## src/hdl/cmr_pkg.sv

```systemverilog
package cmr_pkg;
    // =====================================================================
    // Widths
    localparam int DATA_W     = 16;
    localparam int SHIFT_W    = 19;
    localparam int MULT_W     = 33;
    localparam int ACC_W      = 35;
    localparam int OUT_W      = 20;
    localparam int CACC_W     = 20;
    localparam int WORD_W     = 16;
    localparam int FIFO_DEPTH = 16;

    // =====================================================================
    // Output field layout
    localparam int PROD_OUT_LSB = 15;
    localparam int PROD_HI_LSB  = 31;
    localparam int HI_W         = 4;
    localparam int LO_W         = 16;
    localparam int PROD_LOW_W   = 15;
    localparam int CACC_OUT_LSB = 0;

    // =====================================================================
    // Codes
    localparam logic [1:0] SRC_PROD     = 2'h0;
    localparam logic [1:0] SRC_PROD_LOW = 2'h1;
    localparam logic [1:0] SRC_CACC     = 2'h2;
    localparam logic [1:0] TGT_ROUND    = 2'h3;
    localparam logic [1:0] GROWTH_RST   = 2'h0;

    // =====================================================================
    // Rounding control word
    localparam int          RND_CACC_LSB   = 0;
    localparam int          RND_PROD_LSB   = 4;
    localparam int          RND_FLD_W      = 4;
    localparam logic [3:0]  RND_NONE       = 4'h0;
    localparam logic [3:0]  RND_MAX        = 4'hC;
    localparam logic [15:0] ROUND_WORD_RST = 16'h0000;

    typedef struct packed {
        logic [DATA_W-1:0] real_in;
        logic [DATA_W-1:0] imag_in;
        logic              in_en_n;
        logic [1:0]        scale_sel;
        logic              feedback_keep;
        logic [1:0]        src_sel;
        logic              fmt;
        logic              peak_hold_n;
        logic              round_enable_n;
        logic [WORD_W-1:0] cfg_word;
        logic [1:0]        target;
        logic              cs_n;
        logic              wr_n;
    } cmr_pins_t;

    typedef struct packed {
        logic [OUT_W-1:0] real_out;
        logic [OUT_W-1:0] imag_out;
        logic [1:0]       growth;
    } cmr_sample_t;
endpackage

```

## src/hdl/cmr_top.sv

```systemverilog
// Function
// - Real product is cos*real minus sin*imag; imaginary is cos*imag plus sin*real.
// - Input words are captured only on edges with input register enable low.
// - Scale select picks input bits 0-15, 1-16, 2-17 or 3-18.
// - 33-bit real and imaginary products are registered before accumulation.
// - Keep high adds product to accumulator; low stores the product alone.
// - Source select routes product high/low fields or complex accumulator; 11 reserved.
// - Format 0 inverts output top bits; format 1 gives two's complement.
// - Second 20-bit complex accumulator of scaled inputs, shown only when selected.
// - Two-bit growth code gives 0 to 3 bits of growth above unity.
// - With peak hold low the growth register keeps the largest code.
// - Inputs have binary point below top bit; outputs after fifth bit.
// - Rounding only while round enable is low; otherwise outputs are unrounded.
// - Word bits 3-0 round accumulator output, bits 7-4 product output.
// - Real and imaginary of one source are rounded to the same precision.
// - Rounding adds one just below the lowest kept bit.
// - Codes 1-12 keep 20 down to 9 bits; 0 and 13-15 no rounding.
// - Writes with select high, or to other targets, leave the rounding word.
module cmr_fifo #(
    parameter int WIDTH = 8,
    parameter int DEPTH = 16
) (
    input  wire logic             i_clk_sys,
    input  wire logic             i_rst,
    input  wire logic             i_valid,
    output logic                  o_ready,
    input  wire logic [WIDTH-1:0] i_data,
    output logic                  o_valid,
    input  wire logic             i_ready,
    output logic [WIDTH-1:0]      o_data
);
    localparam int AW = $clog2(DEPTH);

    logic [WIDTH-1:0] mem_q [DEPTH];
    logic [AW-1:0]    wr_ptr_q;
    logic [AW-1:0]    rd_ptr_q;
    logic [AW:0]      count_q;
    logic             push;
    logic             pop;

    assign o_ready = (count_q != (AW+1)'(DEPTH));
    assign o_valid = (count_q != '0);
    assign o_data  = mem_q[rd_ptr_q];
    assign push    = i_valid && o_ready;
    assign pop     = o_valid && i_ready;

    always_ff @(posedge i_clk_sys) begin
        if (push) begin
            mem_q[wr_ptr_q] <= i_data;
        end
    end

    always_ff @(posedge i_clk_sys) begin
        if (i_rst) begin
            wr_ptr_q <= '0;
            rd_ptr_q <= '0;
            count_q  <= '0;
        end else begin
            if (push) wr_ptr_q <= wr_ptr_q + AW'(1);
            if (pop)  rd_ptr_q <= rd_ptr_q + AW'(1);
            if (push && !pop) count_q <= count_q + (AW+1)'(1);
            else if (pop && !push) count_q <= count_q - (AW+1)'(1);
        end
    end
endmodule // cmr_fifo

module cmr_top import cmr_pkg::*; (
    input  wire logic              i_clk_sys,
    input  wire logic              i_rst,
    input  wire logic [DATA_W-1:0] i_real_in,
    input  wire logic [DATA_W-1:0] i_imag_in,
    input  wire logic              i_input_reg_clock_en_n,
    input  wire logic [1:0]        i_input_scale_select,
    input  wire logic              i_feedback_keep,
    input  wire logic [1:0]        i_output_source_select,
    input  wire logic              i_output_number_format,
    input  wire logic              i_peak_hold_n,
    input  wire logic              i_round_enable_n,
    input  wire logic [WORD_W-1:0] i_config_word_bus,
    input  wire logic [1:0]        i_load_target_select,
    input  wire logic              i_chip_select_n,
    input  wire logic              i_write_n,
    input  wire logic [DATA_W-1:0] i_cos,
    input  wire logic [DATA_W-1:0] i_sin,
    input  wire logic              i_out_ready,
    output logic [OUT_W-1:0]       o_real_out,
    output logic [OUT_W-1:0]       o_imag_out,
    output logic [1:0]             o_growth_code,
    output logic                   o_out_valid,
    output logic                   o_sample_stall
);
    // =====================================================================
    // Helpers
    function automatic logic [DATA_W-1:0] scale_pick(input logic [DATA_W-1:0] x,
                                                     input logic [1:0] s);
        logic [SHIFT_W-1:0] e;
        e = {{(SHIFT_W-DATA_W){x[DATA_W-1]}}, x};
        return e[s +: DATA_W];
    endfunction

    function automatic logic [MULT_W-1:0] cmul(input logic signed [DATA_W-1:0] a,
                                               input logic signed [DATA_W-1:0] b,
                                               input logic signed [DATA_W-1:0] c,
                                               input logic signed [DATA_W-1:0] d,
                                               input logic sub);
        logic signed [MULT_W-1:0] p;
        logic signed [MULT_W-1:0] q;
        p = a * b;
        q = c * d;
        return sub ? p - q : p + q;
    endfunction

    // Same code for real and imaginary, so both share one precision
    function automatic logic [OUT_W-1:0] round_field(input logic [ACC_W-1:0] v,
                                                     input int lsb,
                                                     input logic [3:0] code,
                                                     input logic en);
        logic [ACC_W-1:0] t;
        logic [OUT_W-1:0] f;
        logic             act;
        act = en && (code != RND_NONE) && (code <= RND_MAX);
        t = v;
        if (act && (lsb + int'(code) >= 2)) begin
            t = v + (ACC_W'(1) << (lsb + int'(code) - 2));
        end
        f = t[lsb +: OUT_W];
        if (act) begin
            f = f & ~((OUT_W'(1) << (code - 4'h1)) - OUT_W'(1));
        end
        return f;
    endfunction

    function automatic logic [1:0] growth_of(input logic [OUT_W-1:0] v);
        if (&v[19:16] || !(|v[19:16])) return 2'h0;
        else if (&v[19:17] || !(|v[19:17])) return 2'h1;
        else if (v[19] == v[18]) return 2'h2;
        else return 2'h3;
    endfunction

    // =====================================================================
    // Pin synchroniser
    cmr_pins_t pins_raw;
    cmr_pins_t pin_s1_q;
    cmr_pins_t pin_s2_q;
    logic      wr_prev_q;

    assign pins_raw = '{real_in: i_real_in, imag_in: i_imag_in,
                        in_en_n: i_input_reg_clock_en_n, scale_sel: i_input_scale_select,
                        feedback_keep: i_feedback_keep, src_sel: i_output_source_select,
                        fmt: i_output_number_format, peak_hold_n: i_peak_hold_n,
                        round_enable_n: i_round_enable_n, cfg_word: i_config_word_bus,
                        target: i_load_target_select, cs_n: i_chip_select_n,
                        wr_n: i_write_n};

    always_ff @(posedge i_clk_sys) begin
        if (i_rst) begin
            pin_s1_q  <= '{in_en_n: 1'b1, round_enable_n: 1'b1, peak_hold_n: 1'b1,
                           cs_n: 1'b1, wr_n: 1'b1, default: '0};
            pin_s2_q  <= '{in_en_n: 1'b1, round_enable_n: 1'b1, peak_hold_n: 1'b1,
                           cs_n: 1'b1, wr_n: 1'b1, default: '0};
            wr_prev_q <= 1'b1;
        end else begin
            pin_s1_q  <= pins_raw;
            pin_s2_q  <= pin_s1_q;
            wr_prev_q <= pin_s2_q.wr_n;
        end
    end

    // =====================================================================
    // Rounding control word
    logic [WORD_W-1:0] round_word_q;
    logic              round_load;

    assign round_load = pin_s2_q.wr_n && !wr_prev_q && !pin_s2_q.cs_n
                        && (pin_s2_q.target == TGT_ROUND);

    always_ff @(posedge i_clk_sys) begin
        if (i_rst) begin
            round_word_q <= ROUND_WORD_RST;
        end else if (round_load) begin
            round_word_q <= pin_s2_q.cfg_word;
        end
    end

    // =====================================================================
    // Datapath; a full FIFO freezes every stage
    logic                     adv;
    logic [DATA_W-1:0]        in_real_q;
    logic [DATA_W-1:0]        in_imag_q;
    logic [DATA_W-1:0]        sc_real;
    logic [DATA_W-1:0]        sc_imag;
    logic [MULT_W-1:0]        mult_real_q;
    logic [MULT_W-1:0]        mult_imag_q;
    logic [ACC_W-1:0]         acc_real_q;
    logic [ACC_W-1:0]         acc_imag_q;
    logic [CACC_W-1:0]        cacc_real_q;
    logic [CACC_W-1:0]        cacc_imag_q;
    logic                     run_q;

    assign sc_real = scale_pick(in_real_q, pin_s2_q.scale_sel);
    assign sc_imag = scale_pick(in_imag_q, pin_s2_q.scale_sel);

    always_ff @(posedge i_clk_sys) begin
        if (i_rst) begin
            in_real_q <= '0;
            in_imag_q <= '0;
        end else if (adv && !pin_s2_q.in_en_n) begin
            in_real_q <= pin_s2_q.real_in;
            in_imag_q <= pin_s2_q.imag_in;
        end
    end

    // Inputs Q1.15 times Q1.15 gives product bit 30 at weight one
    always_ff @(posedge i_clk_sys) begin
        if (i_rst) begin
            mult_real_q <= '0;
            mult_imag_q <= '0;
        end else if (adv) begin
            mult_real_q <= cmul(i_cos, sc_real, i_sin, sc_imag, 1'b1);
            mult_imag_q <= cmul(i_cos, sc_imag, i_sin, sc_real, 1'b0);
        end
    end

    always_ff @(posedge i_clk_sys) begin
        if (i_rst) begin
            acc_real_q <= '0;
            acc_imag_q <= '0;
        end else if (adv) begin
            acc_real_q <= (pin_s2_q.feedback_keep ? acc_real_q : '0)
                          + {{(ACC_W-MULT_W){mult_real_q[MULT_W-1]}}, mult_real_q};
            acc_imag_q <= (pin_s2_q.feedback_keep ? acc_imag_q : '0)
                          + {{(ACC_W-MULT_W){mult_imag_q[MULT_W-1]}}, mult_imag_q};
        end
    end

    always_ff @(posedge i_clk_sys) begin
        if (i_rst) begin
            cacc_real_q <= '0;
            cacc_imag_q <= '0;
        end else if (adv) begin
            cacc_real_q <= (pin_s2_q.feedback_keep ? cacc_real_q : '0)
                           + {{(CACC_W-DATA_W){sc_real[DATA_W-1]}}, sc_real};
            cacc_imag_q <= (pin_s2_q.feedback_keep ? cacc_imag_q : '0)
                           + {{(CACC_W-DATA_W){sc_imag[DATA_W-1]}}, sc_imag};
        end
    end

    // =====================================================================
    // Output select, rounding, format, growth
    logic [3:0]        rnd_prod;
    logic [3:0]        rnd_cacc;
    logic              rnd_en;
    logic [ACC_W-1:0]  cacc_real_x;
    logic [ACC_W-1:0]  cacc_imag_x;
    logic [OUT_W-1:0]  sel_real;
    logic [OUT_W-1:0]  sel_imag;
    logic [1:0]        growth_cur;
    logic [1:0]        growth_q;
    logic [1:0]        growth_d;
    cmr_sample_t       push_data;

    assign rnd_prod    = round_word_q[RND_PROD_LSB +: RND_FLD_W];
    assign rnd_cacc    = round_word_q[RND_CACC_LSB +: RND_FLD_W];
    assign rnd_en      = !pin_s2_q.round_enable_n;
    assign cacc_real_x = {{(ACC_W-CACC_W){cacc_real_q[CACC_W-1]}}, cacc_real_q};
    assign cacc_imag_x = {{(ACC_W-CACC_W){cacc_imag_q[CACC_W-1]}}, cacc_imag_q};

    always_comb begin
        unique case (pin_s2_q.src_sel)
            SRC_PROD: begin
                sel_real = round_field(acc_real_q, PROD_OUT_LSB, rnd_prod, rnd_en);
                sel_imag = round_field(acc_imag_q, PROD_OUT_LSB, rnd_prod, rnd_en);
            end
            SRC_PROD_LOW: begin
                sel_real = {acc_real_q[PROD_HI_LSB +: HI_W], 1'b0,
                            acc_real_q[PROD_LOW_W-1:0]};
                sel_imag = {acc_imag_q[PROD_HI_LSB +: HI_W], 1'b0,
                            acc_imag_q[PROD_LOW_W-1:0]};
            end
            SRC_CACC: begin
                sel_real = round_field(cacc_real_x, CACC_OUT_LSB, rnd_cacc, rnd_en);
                sel_imag = round_field(cacc_imag_x, CACC_OUT_LSB, rnd_cacc, rnd_en);
            end
            default: begin
                sel_real = '0;
                sel_imag = '0;
            end
        endcase
    end

    assign growth_cur = (growth_of(sel_real) > growth_of(sel_imag)) ?
                        growth_of(sel_real) : growth_of(sel_imag);
    assign growth_d   = (!pin_s2_q.peak_hold_n && growth_q > growth_cur) ?
                        growth_q : growth_cur;

    always_ff @(posedge i_clk_sys) begin
        if (i_rst) begin
            growth_q <= GROWTH_RST;
        end else if (adv) begin
            growth_q <= growth_d;
        end
    end

    // Unsigned view flips only the sign bit
    assign push_data = '{real_out: {sel_real[OUT_W-1] ^ !pin_s2_q.fmt, sel_real[OUT_W-2:0]},
                         imag_out: {sel_imag[OUT_W-1] ^ !pin_s2_q.fmt, sel_imag[OUT_W-2:0]},
                         growth:   growth_d};

    // =====================================================================
    // Output FIFO and output register
    logic        fifo_in_ready;
    logic        fifo_out_valid;
    logic        fifo_out_ready;
    cmr_sample_t fifo_out_data;
    cmr_sample_t out_q;
    logic        out_valid_q;
    logic        stall_q;

    assign adv            = fifo_in_ready;
    assign fifo_out_ready = !out_valid_q || i_out_ready;

    cmr_fifo #(
        .WIDTH ($bits(cmr_sample_t)),
        .DEPTH (FIFO_DEPTH)
    ) u_fifo (
        .i_clk_sys (i_clk_sys),
        .i_rst     (i_rst),
        .i_valid   (run_q),
        .o_ready   (fifo_in_ready),
        .i_data    (push_data),
        .o_valid   (fifo_out_valid),
        .i_ready   (fifo_out_ready),
        .o_data    (fifo_out_data)
    );

    always_ff @(posedge i_clk_sys) begin
        if (i_rst) begin
            run_q       <= 1'b0;
            stall_q     <= 1'b0;
            out_valid_q <= 1'b0;
            out_q       <= '0;
        end else begin
            run_q   <= 1'b1;
            stall_q <= !fifo_in_ready;
            if (fifo_out_ready) begin
                out_valid_q <= fifo_out_valid;
                if (fifo_out_valid) out_q <= fifo_out_data;
            end
        end
    end

    assign o_real_out     = out_q.real_out;
    assign o_imag_out     = out_q.imag_out;
    assign o_growth_code  = out_q.growth;
    assign o_out_valid    = out_valid_q;
    assign o_sample_stall = stall_q;
endmodule // cmr_top

```

## config.mk

```make
export PLATFORM = sky130hd
export DESIGN_NAME = cmr_top
export DESIGN_NICKNAME = d
export VERILOG_FILES = /design/src/hdl/cmr_pkg.sv /design/src/hdl/cmr_top.sv
export SDC_FILE = /design/constraint.sdc
export NUM_CORES = 2
export LEC_CHECK = 0
export BUFFER_PORTS_ARGS = -buffer_cell sky130_fd_sc_hd__clkbuf_2
export CAP_MARGIN = 40
export CORE_MARGIN = 2
export CORE_UTILIZATION = 67
export CTS_BUF_LIST = sky130_fd_sc_hd__clkbuf_8
export CTS_CLUSTER_SIZE = 8
export DETAILED_ROUTE_END_ITERATION = 10
export PLACE_DENSITY = 0.83
export SLEW_MARGIN = 15
export SYNTH_ARGS = -nofsm -noshare
export SYNTH_HDL_FRONTEND = slang
export SYNTH_SLANG_ARGS = --single-unit
```

## constraint.sdc

```tcl
create_clock -name i_clk_sys -period 12.9 [get_ports i_clk_sys]
set_clock_uncertainty 0.05 [all_clocks]
set_input_delay 3.225 -clock i_clk_sys [delete_from_list [all_inputs] [get_ports i_clk_sys]]
set_output_delay 3.225 -clock i_clk_sys [all_outputs]
set_load 0.01 [all_outputs]
```

* Yosys cells after proc, flatten, opt, wreduce, memory -nomap -nowiden *
Memories as Yosys holds them, arrays and structs flattened. A register that Yosys moved wholly into a read port is not among the register bits.
Cells that the tools add are included.

operators by class
  $add $sub $neg = 21
  multiply operators = 4
  magnitude comparators = 6
  eq/ne operators = 6
  shifts and indexed selects = 6
  muxes and demuxes = 31
  bitwise logic cells = 8
  reductions and logical operators = 48

operators by type and width
  kind                   count
  $mux 35                6
  $mux 20                10
  $add 35x35->35         4
  $mul 16x16->32         4
  $pmux 20 s3            2
  $add 20x20->20         4
  $and 20x20->20         4
  $not 20->20            2
  $shl 1x4->20 const A   2
  $sub 20x1->20 const B  2
  $shiftx 19x3->16       2
  $shl 1x32->35 const A  1
  $add 32x32->33         1
  $sub 32x32->33         1
  $ge 32x3->1 const B    1
  $shl 1x32->20 const A  1
  $logic_and 1x1->1      15
  $logic_not 1->1        14
  $mux 2                 6
  $mux 5                 2
  $add 4x1->4 const B    2
  $le 4x4->1 const B     2
  $reduce_and 4->1       2
  $reduce_bool 4->1      2
  22 further kinds       38

word-level totals
  register bits = 341
  RAM bits = 672
  bits of input ports = 96
  output and inout port bits = 44
  word-level logic and storage cells = 174
  memories = 1

memories
  name          depth  bits a word  read ports  clocked after memory_dff  write ports  line           text
  u_fifo.mem_q  16     42           1           1                         1            cmr_top.sv:34  logic [WIDTH-1:0] mem_q [DEPTH];

* Logic depth before layout (Yosys ltp) *
  depth after elaboration = 19
  mapped depth = 43

* By module *
A second synthesis with hierarchy kept.

unflattened totals
  cell total of the unflattened synthesis = 8653
  area, all modules = 91735.5 um2

by module, submodules not included
  module    instances  cells each  area an instance (um2)  sequential area each (um2)
  cmr_top   1          7513        65683.0                 7407.1
  cmr_fifo  1          1140        26052.5                 20519.7

* Worst setup path after synthesis *
Ideal clock, no wire load.

  path type = input port to flip-flop
  from = input port i_sin[15]
  to = register mult_real_q[31]
  arrival = 10.612 ns
  required time = 12.733 ns
  path slack = 2.120 ns
  stages on the path = 25
  path buffers = 1
  path through = clkbuf_1 nand2_1 inv_1 fa_1 inv_1 fa_1 fa_1 inv_1 fa_1 fa_1 fa_1 fa_1 fa_1 inv_1 ha_1 a21o_1 a2111oi_0 nor2_1 o2111ai_1 nand2_1 o21ai_1 o2111ai_1 o311a_1 or3_1 a32o_1

on the way
  word-level cells in the longest chain between the ends = 2

RTL lines
  element                 line            text
  start: declaration      cmr_top.sv:84   input wire logic [DATA_W-1:0] i_sin,
  $mul 16x16->32          cmr_top.sv:109  q = c * d;
  $sub 32x32->33          cmr_top.sv:110  return sub ? p - q : p + q;
  end signal: assignment  cmr_top.sv:219  mult_real_q <= cmul(i_cos, sc_real, i_sin, sc_imag, 1'b1);
  end: declaration        cmr_top.sv:192  logic [MULT_W-1:0] mult_real_q;

No other way between the ends.
A chain may end at the register's enable or synchronous reset.

* Final worst setup path *
  from = input port i_cos[8]
  to = register mult_imag_q[31]

on the way
  word-level cells in the longest chain between the ends = 2

RTL lines
  element                 line            text
  start: declaration      cmr_top.sv:83   input wire logic [DATA_W-1:0] i_cos,
  $mul 16x16->32          cmr_top.sv:108  p = a * b;
  $add 32x32->33          cmr_top.sv:110
  end signal: assignment  cmr_top.sv:220  mult_imag_q <= cmul(i_cos, sc_imag, i_sin, sc_real, 1'b0);
  end: declaration        cmr_top.sv:193  logic [MULT_W-1:0] mult_imag_q;

No other way between the ends.

==> results by group <==
Outcome
  • Status: complete, no violations

Yosys
  • Yosys reg bits: ~1100
  • Post-synthesis simple-gate area fraction: 13.0%
  • Seq/Total Area, Yosys: a little under a third
  • Synth top area share: between 20% and 30%
  • Post-synthesis mux area share: about 6.0%
  • Asr flop ratio synth: 0%
  • Distinct cells, synth: slightly above 100
  • Main combinational cell family by area after synthesis: adder cells
  • Synth area leaders: fa_1 (26%), edfxtp_1 (22%), dfxtp_1 (8.4%)
  • Syn Inst Count: between 8000 and 9000
  • Number of synthesized flops with an enable pin: between 600 and 700
  • Synthesized area per cell: ~11 um2
  • Adder-Cell Fraction of Synth Area: between 30 and 40%
  • Post-synthesis xor/xnor area fraction: between 2 and 3%
  • Synth Flop Type: edfxtp_1
  • Synth Area in Compound Gates: about 7.8%
  • Post-synth design cell area: 91500 um2
  • Yosys warns: 0
  • Largest area contributor in the synthesized netlist: fa_1

GRT
  • GRT Resource Usage Total: between 30% and 40%
  • Largest net degree at the start of global routing: 110
  • Gr ovfl total: 0
  • Vias in the first global route: just under 70000
  • Initial antenna violation count: 5
  • Global-route wire length before repair: between 300 and 400 mm

Timing
  • Max Clock Freq: around 90 MHz
  • Fin. max-slew vios: 0
  • Final hold vios: 0
  • Slew HR: 20.1%
  • Worst Max-Slew Pin Slew: between 1 and 1.5 ns
  • Minimum clock period: approximately 11 ns
  • RSZ-0062 raised after global routing: false
  • Worst hold margin: approximately 0.36 ns
  • Final critical-path share of the clock period: roughly 86%
  • Post-Route Setup TNS: 0 ns
  • Final setup violating endpoints: 0

Setup path
  • Crit-path leading delay family: adder cells
  • Crit. End Element: register
  • Max incr delay on CP: roughly 0.57 ns
  • Critical Path RT: between 10 and 15 ns
  • CP max-delay cell: clkbuf_2
  • Crit-path most repeated cell: fa_1
  • Critical Path Stages: 27
  • Reg-to-reg startpoint: round_word_q[5]$_SDFFE_PP0P_
  • Worst R2R Setup Slack: around 2.4 ns
  • Arrival @ worst endpoint: roughly 12 ns
  • Bufs and invs on worst path: 5
  • CP Capture Point: mult_imag_q[31]$_SDFFE_PP0N_
  • CP startpoint kind: primary input
  • R2R cell count: 35
  • Crit-path max FO: 19
  • Setup crit start: i_cos[8]
  • Capture point of the worst reg-to-reg path: u_fifo.mem_q[14][1]$_DFFE_PP_
  • CP Class: in -> reg

Finish
  • Leading cell type in the layout, fill and taps excluded: inv_1
  • Post-route cell area: between 90000 and 100000 um2
  • Area of the multi-input gates: just under 60000 um2
  • Layout net count: 10500
  • Layout cells sized above 1: approximately a tenth
  • Synth-to-Final Area Change: 7.17%
  • Most frequent cells in the layout: inv_1 (1326), nand2_1 (1200), fa_1 (1180), edfxtp_1 (672), ha_1 (549)
  • # fillers: between 8000 and 9000
  • Flip-flop and latch area: 27900 um2

Die
  • Initial core utilization: between 60% and 70%
  • Site Rows: around 140
  • Die H: 373 um
  • Die width: ~370 um
  • Core ar.: 135000 um2
  • Ports: 140
  • DIE AREA: 139000 um2

Drt
  • Via/cell ratio: 6.20
  • Routed Antenna Nets: 0
  • 1st-pass router iterations: 8
  • Routed wire per std cell: between 20 and 25 um
  • Drc violations: 0
  • Total wire length: 254 mm
  • Via count: around 66000
  • DR iter-0 viols: roughly 6400

Placement
  • Final GP Congestion: slightly above 1
  • Post-DP HPWL: approximately 180 mm
  • Port Buffers: about 130
  • Placed instance area: ~94000 um2

Worst hold path
  • Worst Hold Class: reg -> reg

Clock tree
  • CTS tree: built
  • Clock sink count: 1055
  • Worst-path clk slew: around 0.070 ns
  • Clock Latency Late Sink: roughly 0.92 ns
  • Resize count post-CTS: 0
  • Htree depth: 4
  • Root Buffer: clkbuf_8
  • Post-CTS Setup Bufs: 0
  • TritonCTS buffer count: between 150 and 200
  • Clock Path Buffers: 3
  • Hold_buf cts: 0

Power and ir drop
  • Final Total Pwr: approximately 15 mW
  • Static leakage: 42.6 nW
  • VDD IR-drop max: slightly below 0.3 mV
  • PD cells: roughly 150 nW/um2

Job
  • Max-cap violations: 0
[cell type report]
cell class                      count  area share [%]
Clock inverter                    120           0.767
Clock buffer                      180            2.53
Inverter                         1242            4.76
Sequential cell                  1055            28.4
Timing Repair Buffer              293            2.34
Tap cell                         1781            2.27
Antenna cell                        4          0.0102
Multi-Input combinational cell   5925            58.9
[state kept, by name, summed over array words and instances, names as in the netlist, 20 cells and up]
register	count
cacc_imag_q	20
o_real_out	20
o_imag_out	20
acc_real_q	35
cacc_real_q	20
pin_s1_q	53
acc_imag_q	35
mult_real_q	33
pin_s2_q	53
u_fifo.mem_q	672
mult_imag_q	33
[routing by layer]
| metal | global-route usage, % | up-vias | share of wire [%] |
|---|---|---|---|
| met3 | 6.24 | 793 | 9.4 |
| met5 | 0 | - | 0.011 |
| met1 | 47.0 | 32800 | 36 |
| li1 | - | 28400 | - |
| met2 | 59.7 | 3717 | 48 |
| met4 | 21.0 | 4 | 6.7 |
[worst min-delay path by stage]
stage                             from                       to  slack [ns]  cells past startpoint
4_1_cts        pin_s1_q[21]$_SDFF_PP1_  pin_s2_q[21]$_SDFF_PP1_        0.36                      1
6_report       pin_s1_q[21]$_SDFF_PP1_  pin_s2_q[21]$_SDFF_PP1_        0.36                      1
3_5_place_dp   pin_s1_q[21]$_SDFF_PP1_  pin_s2_q[21]$_SDFF_PP1_        0.34                      1
3_3_place_gp    pin_s1_q[0]$_SDFF_PP1_   pin_s2_q[0]$_SDFF_PP1_        0.34                      1
2_1_floorplan   pin_s1_q[0]$_SDFF_PP1_   pin_s2_q[0]$_SDFF_PP1_        0.34                      1
5_1_grt        pin_s1_q[20]$_SDFF_PP1_  pin_s2_q[20]$_SDFF_PP1_        0.38                      1
[per-stage QoR]
stage                     setup WS, ns  utilization [%]  cells
after floorplan                   2.12                -   8638
after global placement            1.25             69.5  10300
after detailed placement          1.06             69.8  10300
after CTS                         2.02             72.1  10600
after global routing              1.40             72.3  10600
final                             1.82             72.4  10600
[cells in the mapped netlist (86+ instances only)]
library cell	count
a21oi_1	475
ha_1	549
fa_1	1180
edfxtp_1	672
o21ai_0	221
xor2_1	86
dfxtp_1	383
nor2_1	277
inv_1	1235
a21o_1	117
nand2b_1	87
mux4_2	227
and2_1	510
clkbuf_1	373
nand2_1	1202
nor2b_1	134
xnor2_1	177
[logic make-up (layout without fill, tap and decap cells)]
logic type,after synthesis,in the layout
AND/OR/NAND/NOR,2510,2510
adder cells (fa/ha/maj),1732,1732
buffers and inverters,1658,1835
AO/OA/AOI/OAI,1146,1146
flip-flops,1055,1055
XOR/XNOR,264,264
multiplexers,263,263
other,1,14
[where the power goes]
part           internal (mW)  leakage [nW]  switching, mW
combinational           2.96          31.2           4.44
clock                   1.39          1.97           1.40
sequential              4.10          9.36          0.313
(Power assumes the default switching activity.)
